File: src/inc/acr_pkg.sv
`default_nettype none
package acr_pkg;

   // System oscillator, which is also the register bus clock.
   localparam int unsigned CLK_PERIOD_NS = 50;

   // Register byte addresses on APB.
   localparam logic [7:0] ADDR_CTRL = 8'h00;
   localparam logic [7:0] ADDR_FLAG = 8'h04;
   localparam logic [7:0] ADDR_ENABLE = 8'h08;
   localparam logic [7:0] ADDR_RESULT = 8'h0c;

   // Field positions of converter_control_two.
   localparam int unsigned CTRL_SEL_LSB = 0;
   localparam int unsigned CTRL_JUSTIFY_BIT = 3;
   localparam int unsigned CTRL_START_BIT = 4;
   localparam int unsigned CTRL_GIE_BIT = 5;
   localparam int unsigned CTRL_SLEEP_BIT = 7;
   localparam int unsigned CTRL_BUSY_BIT = 8;

   // Field positions of the flag and enable registers.
   localparam int unsigned FLAG_DONE_BIT = 0;
   localparam int unsigned ENABLE_DONE_BIT = 0;

   // Reset values.
   localparam logic [2:0] SEL_RESET = 3'h0;
   localparam logic JUSTIFY_RESET = 1'b0;
   localparam logic GIE_RESET = 1'b0;
   localparam logic [15:0] RESULT_RESET = 16'h0000;

   // Result layout: right justified fills the low bits, left justified the high bits.
   localparam int unsigned RESULT_BITS = 10;
   localparam int unsigned LEFT_SHIFT = 16 - RESULT_BITS;

   // Internal RC conversion clock: typical period and its allowed band.
   localparam int unsigned RC_TYP_NS = 1700;
   localparam int unsigned RC_MIN_NS = 1000;
   localparam int unsigned RC_MAX_NS = 4000;
   localparam int unsigned RC_TYP_CYC = (RC_TYP_NS + CLK_PERIOD_NS / 2) / CLK_PERIOD_NS;
   localparam int unsigned RC_MIN_CYC = (RC_MIN_NS + CLK_PERIOD_NS - 1) / CLK_PERIOD_NS;
   localparam int unsigned RC_MAX_CYC = RC_MAX_NS / CLK_PERIOD_NS;

   // Conversion sequencer states.
   typedef enum logic [0:0] {ACR_IDLE, ACR_CONVERT} acr_state_t;

   // True when the select code names the internal RC conversion clock.
   function automatic logic acr_is_rc(input logic [2:0] sel);
      return sel[1:0] == 2'b11;
   endfunction

   // Oscillator divide ratio for a select code; zero for the RC source.
   function automatic logic [6:0] acr_div_of(input logic [2:0] sel);
      logic [6:0] d;
      d = 7'h00;
      unique case (sel)
         3'b000: d = 7'h02;
         3'b100: d = 7'h04;
         3'b001: d = 7'h08;
         3'b101: d = 7'h10;
         3'b010: d = 7'h20;
         3'b110: d = 7'h40;
         3'b011, 3'b111: d = 7'h00;
      endcase
      return d;
   endfunction

endpackage
`default_nettype wire

File: src/rtl/acr_top.sv
`timescale 1ns/100ps
`default_nettype none
// Behaviour
// - The select field picks oscillator divided by 2, 4, 8, 16, 32 or 64, or the internal RC clock for x11.
// - The RC conversion clock has a period of about 1.7 us, within 1 to 4 us, whatever the oscillator.
// - The done flag is set at the end of every conversion, whatever the interrupt enable holds.
// - The interrupt request is raised only while both the done flag and its enable are set.
// - The done flag stays set until software writes a one to clear it.
// - An enabled done interrupt works in normal running, and in Sleep with the RC clock only, where it wakes the device.
// - After the wake the next instruction always runs, and the service routine follows only with global enable.
// - The 10-bit result is presented left or right justified as the justify bit selects.
module acr_top
   import acr_pkg::*;
(
   // Clock and reset.
   input wire logic pclk,
   input wire logic presetn,
   // APB slave.
   input wire logic psel,
   input wire logic penable,
   input wire logic pwrite,
   input wire logic [7:0] paddr,
   input wire logic [31:0] pwdata,
   output logic [31:0] prdata,
   output logic pready,
   output logic pslverr,
   // Analog converter core.
   output logic conv_busy,
   output logic conv_tick,
   input wire logic conv_done,
   input wire logic [9:0] conv_data,
   // Power management and CPU.
   input wire logic sleep_active,
   output logic irq,
   output logic wake_req,
   output logic exec_next,
   output logic isr_branch
);

   // Register and state storage.
   logic [2:0] sel_reg;
   logic [2:0] sel_next;
   logic justify_reg;
   logic justify_next;
   logic gie_reg;
   logic gie_next;
   logic flag_reg;
   logic flag_next;
   logic enable_reg;
   logic enable_next;
   logic [15:0] result_reg;
   logic [15:0] result_next;
   acr_state_t state_reg;
   acr_state_t state_next;
   logic [31:0] prdata_reg;
   logic [31:0] prdata_next;
   logic pready_reg;
   logic pready_next;
   logic pslverr_reg;
   logic pslverr_next;
   logic irq_reg;
   logic irq_next;
   logic wake_reg;
   logic wake_next;
   logic exec_reg;
   logic exec_next_v;
   logic branch_reg;
   logic branch_next;
   logic tick_reg;
   logic tick_next;
   // Registered busy level for the converter core.
   logic busy_reg;
   logic busy_next;

   // Bus decode helpers.
   logic setup_phase;
   logic wr_access;
   logic mapped;
   logic wr_ctrl;
   logic wr_flag;
   logic wr_enable;
   logic start_req;
   logic done_event;
   logic div_run;
   logic rc_run;
   logic div_tick;
   logic rc_tick;

   // A transfer is decoded in its setup cycle and completes in the following access cycle.
   // A refused transfer carries pslverr, and that same flag blocks the write strobe,
   // so an error leaves every register untouched.
   assign setup_phase = psel && !penable;
   assign wr_access = psel && penable && pready_reg && pwrite && !pslverr_reg;
   assign mapped = (paddr == ADDR_CTRL) || (paddr == ADDR_FLAG) || (paddr == ADDR_ENABLE)
                   || (paddr == ADDR_RESULT);
   assign wr_ctrl = wr_access && paddr == ADDR_CTRL;
   assign wr_flag = wr_access && paddr == ADDR_FLAG;
   assign wr_enable = wr_access && paddr == ADDR_ENABLE;
   assign start_req = wr_ctrl && pwdata[CTRL_START_BIT];
   // A done pulse while idle belongs to no conversion and is ignored.
   assign done_event = (state_reg == ACR_CONVERT) && conv_done;

   // The oscillator divider stops with the oscillator in Sleep; the RC source keeps going.
   assign div_run = (state_reg == ACR_CONVERT) && !acr_is_rc(sel_reg) && !sleep_active;
   assign rc_run = (state_reg == ACR_CONVERT) && acr_is_rc(sel_reg);

   // Divided oscillator conversion clock.
   acr_clkdiv u_div (
      .pclk(pclk),
      .presetn(presetn),
      .run(div_run),
      .div(acr_div_of(sel_reg)),
      .tick(div_tick)
   );

   // Internal RC conversion clock.
   acr_rcclk u_rc (
      .pclk(pclk),
      .presetn(presetn),
      .run(rc_run),
      .tick(rc_tick)
   );

   // Control register: clock select, justification and global interrupt enable.
   always_comb begin
      sel_next = sel_reg;
      justify_next = justify_reg;
      gie_next = gie_reg;
      if (wr_ctrl) begin
         // Changing the clock mid conversion would corrupt it, so the select holds while busy.
         if (state_reg == ACR_IDLE) begin
            sel_next = pwdata[CTRL_SEL_LSB +: 3];
         end
         justify_next = pwdata[CTRL_JUSTIFY_BIT];
         // Global enable only decides whether a wake goes on to the service routine.
         gie_next = pwdata[CTRL_GIE_BIT];
      end
   end

   // Conversion sequencer: a start write begins a conversion and the core's done pulse ends it.
   // The sequencer has no timeout, so the core must always deliver its done pulse.
   always_comb begin
      state_next = state_reg;
      unique case (state_reg)
         ACR_IDLE: begin
            if (start_req) begin
               state_next = ACR_CONVERT;
            end
         end
         ACR_CONVERT: begin
            if (conv_done) begin
               state_next = ACR_IDLE;
            end
         end
      endcase
   end

   // Result capture, laid out by the justification in force when the conversion ends.
   // Changing the justify bit during a conversion therefore affects the result being captured.
   always_comb begin
      result_next = result_reg;
      if (done_event) begin
         if (justify_reg) begin
            result_next = {6'h00, conv_data};
         end else begin
            result_next = {conv_data, 6'h00};
         end
      end
   end

   // Done flag: set by each conversion end, cleared only by a one written by software.
   // If a conversion ends in the cycle of a clear, the set wins so that no event is lost.
   always_comb begin
      flag_next = flag_reg;
      if (wr_flag && pwdata[FLAG_DONE_BIT]) begin
         flag_next = 1'b0;
      end
      if (done_event) begin
         flag_next = 1'b1;
      end
   end

   // Interrupt enable register.
   always_comb begin
      enable_next = enable_reg;
      if (wr_enable) begin
         enable_next = pwdata[ENABLE_DONE_BIT];
      end
   end

   // Interrupt level, and the wake sequence when the flag rises while the device sleeps.
   // The wake pulse marks the rising edge of the request, so one event gives one wake.
   always_comb begin
      irq_next = flag_next && enable_next;
      wake_next = 1'b0;
      exec_next_v = 1'b0;
      branch_next = 1'b0;
      if (sleep_active && irq_next && !irq_reg) begin
         wake_next = 1'b1;
      end
      // The instruction after the sleep runs first, then the vector only with global enable.
      if (wake_reg) begin
         exec_next_v = 1'b1;
      end
      if (exec_reg && gie_reg) begin
         branch_next = 1'b1;
      end
   end

   // Conversion clock enable forwarded to the core from whichever source is selected.
   // The forwarded tick lags its source by one stage; only the spacing matters to the core.
   always_comb begin
      tick_next = acr_is_rc(sel_reg) ? rc_tick : div_tick;
   end

   // Busy level taken from the next state so that it follows the sequencer exactly.
   always_comb begin
      busy_next = state_next == ACR_CONVERT;
   end

   // APB read data and completion; unmapped addresses and result writes answer with an error.
   // Zero wait states: pready is registered from the setup cycle, so every access lasts one cycle.
   always_comb begin
      prdata_next = prdata_reg;
      pready_next = 1'b0;
      pslverr_next = 1'b0;
      if (setup_phase) begin
         pready_next = 1'b1;
         pslverr_next = !mapped || (pwrite && paddr == ADDR_RESULT);
         prdata_next = 32'h0000_0000;
         if (!pwrite) begin
            unique case (paddr)
               ADDR_CTRL: begin
                  prdata_next[CTRL_SEL_LSB +: 3] = sel_reg;
                  prdata_next[CTRL_JUSTIFY_BIT] = justify_reg;
                  prdata_next[CTRL_GIE_BIT] = gie_reg;
                  prdata_next[CTRL_SLEEP_BIT] = sleep_active;
                  prdata_next[CTRL_BUSY_BIT] = state_reg == ACR_CONVERT;
               end
               ADDR_FLAG: prdata_next[FLAG_DONE_BIT] = flag_reg;
               ADDR_ENABLE: prdata_next[ENABLE_DONE_BIT] = enable_reg;
               ADDR_RESULT: prdata_next[15:0] = result_reg;
               default: prdata_next = 32'h0000_0000;
            endcase
         end
      end
   end

   // Registers all state of the block.
   always_ff @(posedge pclk or negedge presetn) begin
      if (!presetn) begin
         sel_reg <= SEL_RESET;
         justify_reg <= JUSTIFY_RESET;
         gie_reg <= GIE_RESET;
         flag_reg <= 1'b0;
         enable_reg <= 1'b0;
         result_reg <= RESULT_RESET;
         state_reg <= ACR_IDLE;
         prdata_reg <= 32'h0000_0000;
         pready_reg <= 1'b0;
         pslverr_reg <= 1'b0;
         irq_reg <= 1'b0;
         wake_reg <= 1'b0;
         exec_reg <= 1'b0;
         branch_reg <= 1'b0;
         tick_reg <= 1'b0;
         busy_reg <= 1'b0;
      end else begin
         sel_reg <= sel_next;
         justify_reg <= justify_next;
         gie_reg <= gie_next;
         flag_reg <= flag_next;
         enable_reg <= enable_next;
         result_reg <= result_next;
         state_reg <= state_next;
         prdata_reg <= prdata_next;
         pready_reg <= pready_next;
         pslverr_reg <= pslverr_next;
         irq_reg <= irq_next;
         wake_reg <= wake_next;
         exec_reg <= exec_next_v;
         branch_reg <= branch_next;
         tick_reg <= tick_next;
         busy_reg <= busy_next;
      end
   end

   // Outputs, each straight from a flip-flop.
   assign prdata = prdata_reg;
   assign pready = pready_reg;
   assign pslverr = pslverr_reg;
   assign conv_busy = busy_reg;
   assign conv_tick = tick_reg;
   assign irq = irq_reg;
   assign wake_req = wake_reg;
   assign exec_next = exec_reg;
   assign isr_branch = branch_reg;

endmodule // acr_top
`default_nettype wire

File: src/rtl/acr_clkdiv.sv
`timescale 1ns/100ps
`default_nettype none
module acr_clkdiv
   import acr_pkg::*;
(
   // Clock and reset.
   input wire logic pclk,
   input wire logic presetn,
   // Control.
   input wire logic run,
   input wire logic [6:0] div,
   // Enable pulse at the divided rate.
   output logic tick
);

   logic [5:0] count_reg;
   logic [5:0] count_next;
   logic tick_reg;
   logic tick_next;

   // Counts oscillator cycles and pulses once per divide period.
   always_comb begin
      count_next = 6'h00;
      tick_next = 1'b0;
      if (run && div != 7'h00) begin
         if ({1'b0, count_reg} == div - 7'h01) begin
            tick_next = 1'b1;
         end else begin
            count_next = count_reg + 6'h01;
         end
      end
   end

   // Registers the divider state.
   always_ff @(posedge pclk or negedge presetn) begin
      if (!presetn) begin
         count_reg <= 6'h00;
         tick_reg <= 1'b0;
      end else begin
         count_reg <= count_next;
         tick_reg <= tick_next;
      end
   end

   assign tick = tick_reg;

endmodule // acr_clkdiv
`default_nettype wire

File: src/rtl/acr_rcclk.sv
`timescale 1ns/100ps
`default_nettype none
module acr_rcclk
   import acr_pkg::*;
(
   // Clock and reset.
   input wire logic pclk,
   input wire logic presetn,
   // Control.
   input wire logic run,
   // Enable pulse at the RC conversion clock rate.
   output logic tick
);

   localparam logic [6:0] PERIOD = 7'(RC_TYP_CYC);

   logic [6:0] count_reg;
   logic [6:0] count_next;
   logic tick_reg;
   logic tick_next;

   // Fixed period that does not follow the oscillator select and keeps running in Sleep.
   always_comb begin
      count_next = 7'h00;
      tick_next = 1'b0;
      if (run) begin
         if (count_reg == PERIOD - 7'h01) begin
            tick_next = 1'b1;
         end else begin
            count_next = count_reg + 7'h01;
         end
      end
   end

   // Registers the RC source state.
   always_ff @(posedge pclk or negedge presetn) begin
      if (!presetn) begin
         count_reg <= 7'h00;
         tick_reg <= 1'b0;
      end else begin
         count_reg <= count_next;
         tick_reg <= tick_next;
      end
   end

   assign tick = tick_reg;

endmodule // acr_rcclk
`default_nettype wire

File: config.mk
export PLATFORM = sky130hd
export DESIGN_NAME = acr_top
export DESIGN_NICKNAME = d
export VERILOG_FILES = /design/src/inc/acr_pkg.sv /design/src/rtl/acr_top.sv /design/src/rtl/acr_clkdiv.sv /design/src/rtl/acr_rcclk.sv
export SDC_FILE = /design/constraint.sdc
export NUM_CORES = 1
export LEC_CHECK = 0
export ABC_CLOCK_PERIOD_IN_PS = 3000
export BUFFER_PORTS_ARGS = -buffer_cell sky130_fd_sc_hd__buf_2
export CAP_MARGIN = 5
export CORE_MARGIN = 10
export CORE_UTILIZATION = 40
export DETAILED_ROUTE_END_ITERATION = 12
export GPL_TIMING_DRIVEN = 0
export PLACE_DENSITY = 0.62
export RECOVER_POWER = 50
export SYNTH_ARGS = -nofsm -noshare
export SYNTH_HDL_FRONTEND = slang
export SYNTH_HIERARCHICAL = 1
export SYNTH_SLANG_ARGS = --single-unit
File: constraint.sdc
create_clock -name pclk -period 3 [get_ports pclk]
set_clock_uncertainty 0.2 [all_clocks]
set_input_delay 0.45 -clock pclk [delete_from_list [all_inputs] [get_ports pclk]]
set_output_delay 0.45 -clock pclk [all_outputs]
set_load 0.1 [all_outputs]
==> results.sh, run 1 <==
export IMPL_outcome="finished with violations"
export IMPL_violations="capacitance limit, slew limit"
export IMPL_rsz0062_at_grt="no"
export IMPL_end_kind="register"
export IMPL_ir_drop_mv=0.194
export IMPL_timing_hold_ws_ns=0.137
export IMPL_total_power_uw=1690
export IMPL_yosysWarnings=6
export IMPL_seq_area_frac_synth_pct=51.2
export IMPL_ys_seq_elements=62
export IMPL_synth_fa_ha_area_share_pct=2.06
export IMPL_ctsResizeCount=0
export IMPL_drc_errors=0
export IMPL_min_period_ns=2.54
export IMPL_dr_pass1_iters=4
export IMPL_synthToLayoutAreaGrowth_pct=20.8
export IMPL_antenna_found_initial=1
export IMPL_wirelength_mm=6.99
export IMPL_synth_xor_area_share_pct=4.29
export IMPL_p_sw_uw=482
export IMPL_portBuffers=53
export IMPL_cp_max_fo=9
export IMPL_clk_insertion_delay_late_ns=0.34
export IMPL_fin_ws_ns=0.461
export IMPL_ant_nets=0
export IMPL_die_w_um=107
export IMPL_tns_ns=0
export IMPL_hpwl_mm=5.10
export IMPL_vias=2271
export IMPL_p_clk_share_pct=37.3
export IMPL_synth_edf_count=0
export IMPL_syn_area_sq_mm=0.00303
export IMPL_syn_avg_cell_area_sq_um=10.6
export IMPL_p_seq_share_pct=50.7
export IMPL_grt_pass1_wl_mm=11.7
export IMPL_fin_util_pct=49.9
export IMPL_relSlewSlack_pct=-2.10
export IMPL_swShare_pct=28.5
export IMPL_clock_fmax_ghz=0.394
export IMPL_hold_buffers=0
export IMPL_fin_crit_sh_pct=84.6
export IMPL_grt_pass1_vias=2358
export IMPL_drt_initial_drc_count=93
export IMPL_cts_tree="yes"
export IMPL_p_comb_share_pct=11.9
export IMPL_pwr_density_cell_mw_per_mm2=463
export IMPL_final_common_cell="dfrtp_1"
export IMPL_cap_violations=1
export IMPL_grt_util_all_layers_pct=12.8
export IMPL_setup_viol_count_final=0
export IMPL_dp_slack_ns=0.473
export IMPL_std_cell_rows=31
export IMPL_synth_compound_area_share_pct=12.7
export IMPL_cp_top_family="simple AND/OR/NAND/NOR gates"
export IMPL_start_util_pct=41.4
export IMPL_crit_chain="clkbuf_1 -> nor3b_1 -> xor2_1 -> xnor2_1 -> o2111ai_1 -> o311ai_4 -> nor2_1"
export IMPL_register_area_sq_mm=0.00155
export IMPL_async_flop_share_pct=100
export IMPL_multi_input_area_sq_mm=0.00136
export IMPL_avgRoutedWirePerCell_um=14.7
export IMPL_synth_cell_type_count=52
export IMPL_finalHoldViolCount=0
export IMPL_final_cell_mix="dfrtp_1, buf_2, nand2_1"
export IMPL_n_fill_cell=708
export IMPL_fin_nets=431
export IMPL_via_per_inst=4.79
export IMPL_place_congestion=0.774
export IMPL_crit_buf_inv=1
export IMPL_cts_htree_levels=3
export IMPL_yosys_area_share_simple_pct=18.6
export IMPL_clock_path_buffers=2
export IMPL_synth_main_ff_cell="dfrtp_1"
export IMPL_core_area_sq_mm=0.00733
export IMPL_cts_setup_buffers=0
export IMPL_synth_top_family_by_area="simple AND/OR/NAND/NOR gates"
export IMPL_grt_overflow=0
export IMPL_die_height_um=107
export IMPL_crit_required_ns=3.01
export IMPL_drv_slew=63
export IMPL_crit_path_max_incr_delay_ns=0.58
export IMPL_synth_area_mux_share_pct=4.75
export IMPL_die_area_sq_mm=0.0115
export IMPL_cp_arrival_ns=2.55
export IMPL_numCtsBuffers=9
export IMPL_grt_max_degree=63
export IMPL_critPathLaunchType="register"
export IMPL_crit_type="register to register"
export IMPL_p_int_uw=1210
export IMPL_worstMarginPinSlew_ns=1.53
export IMPL_syn_inst=286
export IMPL_cts_root_buf="clkbuf_8"
export IMPL_slowest_stage="nor3b_1"
export IMPL_path_clk_slew_ns=0.06
export IMPL_ioPinCount=97
export IMPL_final_layout_size_suffix_gt1_share_pct=27.5
export IMPL_clock_sinks=62
export IMPL_p_leak_uw=0.00181
export IMPL_holdCritPathClass="input port to register"
power groups by stage:
| stage | registers (uW) | logic (uW) | clock network, uW |
|---|---|---|---|
| 2_1_floorplan | 884 | 138 | 0 |
| 5_1_grt | 861 | 219 | 687 |
| 4_1_cts | 859 | 203 | 652 |
| 3_3_place_gp | 875 | 201 | 0 |
| 3_5_place_dp | 875 | 202 | 0 |
| 6_report | 859 | 202 | 632 |
cells in the mapped netlist, types with 4 or more instances:
master / instances / share of area [%]
dfrtp_1: 62 / 51
o21ai_0: 25 / 4.1
mux2i_1: 5 / 1.7
xnor2_1: 5 / 1.4
a22o_1: 9 / 2.6
nand3_1: 4 / 0.66
a22oi_1: 6 / 1.5
nand2b_1: 9 / 1.9
nor2_1: 17 / 2.1
xor2_1: 8 / 2.3
nand2_1: 41 / 5.1
buf_4: 16 / 4.0
clkbuf_1: 8 / 0.99
mux2_2: 6 / 2.2
ha_1: 5 / 2.1
inv_1: 9 / 1.1
per-layer routing:
metal | routed length (um) | vias to the layer above | GRT usage [%]
met5 | 0 | - | 0
met3 | 562 | 13 | 4.79
li1 | - | 1122 | -
met1 | 3280 | 1066 | 16.4
met2 | 2990 | 70 | 18.3
met4 | 157 | 0 | 6.77
through the flow:
stage / area, sq um / cells
after floorplan: 3100 / 305
after global placement: 3490 / 457
after detailed placement: 3490 / 457
after CTS: 3660 / 473
after global routing: 3660 / 473
final: 3660 / 474
kinds of logic after synthesis:
group,Yosys count
compound gates,54
xor+xnor,14
fa+ha+maj,5
buf+inv,35
flops,62
mux,12
other cells,1
simple gates,103
final timing paths:
path                                        startpoint                            to  slack, ns  depth (start not counted)
worst min register to register      wake_req$_DFF_PN0_           exec_next$_DFF_PN0_       0.17                          0
worst max register to register  sel_reg[1]$_DFFE_PN0P_  u_div/count_reg[3]$_DFF_PN0_       0.46                          7
max in group asynchronous                      presetn         prdata[1]$_DFFE_PN0P_       1.40                          1
worst max-delay path            sel_reg[1]$_DFFE_PN0P_  u_div/count_reg[3]$_DFF_PN0_       0.46                          7
min in group asynchronous                      presetn           conv_tick$_DFF_PN0_       0.29                          1
worst min-delay path                         pwdata[1]        sel_reg[1]$_DFFE_PN0P_       0.14                          2
area by class of cell:
type | count | share of cell area [%]
plain buffers | 26 | 4.34
diodes | 1 | 0.0684
flip-flops and latches | 62 | 42.4
multi-input cells | 208 | 37.1
well taps | 99 | 3.38
repair buffers | 53 | 7.25
clock inverters | 5 | 0.684
clock buffers | 11 | 3.86
inverters | 9 | 0.923
worst reg2reg max path, delay by kind of cell (launching register included):
| family | cells | cell delay, ns |
|---|---|---|
| AND/OR/NAND/NOR | 2 | 0.68 |
| AO/OA/AOI/OAI | 2 | 0.62 |
| XOR/XNOR | 2 | 0.36 |
| flip-flops | 1 | 0.35 |
| buffers and inverters | 1 | 0.20 |
Power figures use the tool's default switching activity.
==> inputs of run 2 (changes only) <==
--- a/config.mk
+++ b/config.mk
@@ -5,14 +5,15 @@
 export SDC_FILE = /design/constraint.sdc
 export NUM_CORES = 1
 export LEC_CHECK = 0
-export ABC_CLOCK_PERIOD_IN_PS = 3000
+export ABC_AREA = 1
+export ABC_CLOCK_PERIOD_IN_PS = 2620
 export BUFFER_PORTS_ARGS = -buffer_cell sky130_fd_sc_hd__buf_2
 export CAP_MARGIN = 5
 export CORE_MARGIN = 10
 export CORE_UTILIZATION = 40
 export DETAILED_ROUTE_END_ITERATION = 12
 export GPL_TIMING_DRIVEN = 0
-export PLACE_DENSITY = 0.62
+export PLACE_DENSITY = 0.61
 export RECOVER_POWER = 50
 export SYNTH_ARGS = -nofsm -noshare
 export SYNTH_HDL_FRONTEND = slang
==> constraint.sdc (replaced) <==
create_clock -name pclk -period 2.62 [get_ports pclk]
set_clock_uncertainty 0.2 [all_clocks]
set_input_delay 0.393 -clock pclk [delete_from_list [all_inputs] [get_ports pclk]]
set_output_delay 0.393 -clock pclk [all_outputs]
set_load 0.1 [all_outputs]
==> run 2 against run 1 <==
  * The flow still finishes with violations (capacitance limit, slew limit)
  * Combinational power up 63%
  * Final area increased by 9.5%
  * Utilization is 0.92 points lower
  * Critical path type unchanged
  * Critical endpoint is now u_div/count_reg[0]$_DFF_PN0_
  * Sequential cell count did not move
  * Sequential power is 23% higher
  * Setup slack lost 0.026 ns
  * Via count grew 22%
  * Largest power group is now clock
  * Synthesized cell count grew 48%
  * Non-clock buffer count decreased by 1
  * Fmax is 16% higher
  * Clock power grew 80%
  * Worst hold slack lost 0.068 ns
==> results.sh, run 2 <==
export IMPL_outcome="finished with violations"
export IMPL_violations="capacitance limit, slew limit"
export IMPL_die_w_um=111
export IMPL_grt_overflow=0
export IMPL_yosysWarnings=6
export IMPL_wirelength_mm=7.61
export IMPL_synth_edf_count=0
export IMPL_synth_fa_ha_area_share_pct=1.87
export IMPL_drc_errors=0
export IMPL_avgRoutedWirePerCell_um=12.3
export IMPL_timing_hold_ws_ns=0.0690
export IMPL_tns_ns=0
export IMPL_min_period_ns=2.19
export IMPL_cp_arrival_ns=2.21
export IMPL_clock_sinks=62
export IMPL_cp_top_family="simple AND/OR/NAND/NOR gates"
export IMPL_drv_slew=62
export IMPL_fin_ws_ns=0.435
export IMPL_numCtsBuffers=9
export IMPL_synth_xor_area_share_pct=1.84
export IMPL_drt_initial_drc_count=90
export IMPL_clock_path_buffers=2
export IMPL_dp_cells=601
export IMPL_via_per_inst=4.48
export IMPL_die_height_um=111
export IMPL_dr_pass1_iters=4
export IMPL_clock_fmax_ghz=0.458
export IMPL_path_clk_slew_ns=0.07
export IMPL_final_layout_size_suffix_gt1_share_pct=19.9
export IMPL_seq_area_frac_synth_pct=46.5
export IMPL_grt_pass1_wl_mm=12.7
export IMPL_cts_root_buf="clkbuf_8"
export IMPL_final_cell_mix="nand2_1, dfrtp_1, inv_1"
export IMPL_yosysTopAreaCellShare_pct=46.5
export IMPL_std_cell_rows=33
export IMPL_hpwl_mm=5.75
export IMPL_slowest_stage="dfrtp_1"
export IMPL_fin_nets=570
export IMPL_reg2reg_slack_ns=0.43
export IMPL_cts_tree="yes"
export IMPL_start_util_pct=40.8
export IMPL_crit_path_max_incr_delay_ns=0.45
export IMPL_die_area_sq_mm=0.0124
export IMPL_holdCritPathClass="input port to register"
export IMPL_synth_cell_type_count=31
export IMPL_end_kind="register"
export IMPL_n_antenna_cell=0
export IMPL_synth_top_family_by_area="simple AND/OR/NAND/NOR gates"
export IMPL_ir_drop_mv=0.288
export IMPL_synth_main_ff_cell="dfrtp_1"
export IMPL_yosys_area_share_simple_pct=29.5
export IMPL_crit_buf_inv=2
export IMPL_grt_max_degree=63
export IMPL_synth_compound_area_share_pct=7.91
export IMPL_finalHoldViolCount=0
export IMPL_dp_slack_ns=0.465
export IMPL_stdcell_count=618
export IMPL_ys_seq_elements=62
export IMPL_placed_area_sq_mm=0.00381
export IMPL_crit_chain="nor3_1 -> inv_1 -> ha_1 -> inv_1 -> nand2_1 -> nand2_1 -> nand2_1 -> nand2_1 -> nand2_1 -> nor2_1 -> nand2_1 -> nand2_2 -> nor2_1"
export IMPL_syn_inst=424
export IMPL_pwr_density_cell_mw_per_mm2=630
export IMPL_ant_nets=0
export IMPL_syn_avg_cell_area_sq_um=7.87
export IMPL_crit_type="register to register"
export IMPL_relSlewSlack_pct=-0.354
export IMPL_ioPinCount=97
export IMPL_setup_viol_count_final=0
export IMPL_crit_required_ns=2.65
export IMPL_cap_violations=1
export IMPL_synthToLayoutAreaGrowth_pct=20.1
export IMPL_fin_crit_sh_pct=83.4
export IMPL_yosysMostFrequentCell="nand2_1"
export IMPL_cp_max_fo=7
export IMPL_final_common_cell="nand2_1"
export IMPL_async_flop_share_pct=100
export IMPL_cts_htree_levels=3
export IMPL_synth_area_mux_share_pct=0.337
export IMPL_yosysTopAreaCell="dfrtp_1"
export IMPL_synth_common_cells="nand2_1, dfrtp_1, inv_1"
export IMPL_antenna_found_initial=0
export IMPL_grt_pass1_vias=2762
export IMPL_n_fill_cell=837
export IMPL_grt_util_all_layers_pct=12.4
export IMPL_portBuffers=54
export IMPL_critPathLaunchType="register"
export IMPL_clk_insertion_delay_late_ns=0.34
export IMPL_synth_area_leaders="dfrtp_1, nand2_1, inv_1"
export IMPL_fin_area_sq_mm=0.00401
export IMPL_vias=2767
export IMPL_syn_area_sq_mm=0.00334
export IMPL_rsz0062_at_grt="no"
export IMPL_place_congestion=0.798
export IMPL_worstMarginPinSlew_ns=1.51
export IMPL_cpMostUsedCell="nand2_1"
export IMPL_p_leak_uw=0.00217
export IMPL_core_area_sq_mm=0.00818
==> run 2: cell type report <==
| class | count | area, sq um | share of cell area [%] |
|---|---|---|---|
| inverter | 60 | 226 | 5.65 |
| timing repair buffer | 55 | 279 | 6.96 |
| clock buffer | 10 | 138 | 3.43 |
| sequential | 62 | 1550 | 38.7 |
| multi-input combinational | 297 | 1400 | 34.8 |
| clock inverter | 6 | 133 | 3.31 |
| tap | 105 | 131 | 3.28 |
| buffer | 23 | 154 | 3.84 |
==> run 2: worst paths after layout <==
check                      depth (start not counted)              startpoint                           end
setup / recovery                                  13  sel_reg[0]$_DFFE_PN0P_  u_div/count_reg[0]$_DFF_PN0_
hold / removal                                     2                 penable              pready$_DFF_PN0_
setup reg to reg                                  13  sel_reg[0]$_DFFE_PN0P_  u_div/count_reg[0]$_DFF_PN0_
hold reg to reg                                    0      wake_req$_DFF_PN0_           exec_next$_DFF_PN0_
max in group asynchronous                          2                 presetn           conv_tick$_DFF_PN0_
min in group asynchronous                          2                 presetn         prdata[0]$_DFFE_PN0P_
==> run 2: report_power, final <==
group | internal (uW) | leakage (uW) | switching, uW
logic | 83.4 | 0.00122 | 247
clock network | 753 | 0.000132 | 387
registers | 1020 | 0.000820 | 36.7
total | 1850 | 0.00217 | 670
==> run 2: what timing repair did <==
item                                    CTS  global route
endpoints found under the hold margin    62             0
hold buffers                              1             0
resized for setup                         0             0
buffers inserted                          0             0
endpoints found under the setup margin    0             0
==> run 2: cells by family (layout without fill, tap and decap cells) <==
group / count (synthesis) / count (layout)
buf+inv: 83 / 154
xor+xnor: 7 / 7
simple gates: 223 / 223
flops: 62 / 62
other cells: 1 / 19
mux: 1 / 1
fa+ha+maj: 5 / 5
compound gates: 42 / 42
==> run 2: metal layers <==
| layer | track usage [%] | wire length (um) |
|---|---|---|
| met1 | 14.2 | 3430 |
| met2 | 20.6 | 3650 |
| met3 | 4.08 | 405 |
| met4 | 5.31 | 121 |
| met5 | 0 | 0 |
==> run 2: through the flow <==
stage | total power, uW | utilization, %
final | 2520 | 49.0
after global routing | 2640 | 49.0
after CTS | 2570 | 50.0
after detailed placement | 1410 | 46.6
after global placement | 1410 | 46.6
after floorplan | 1320 | -
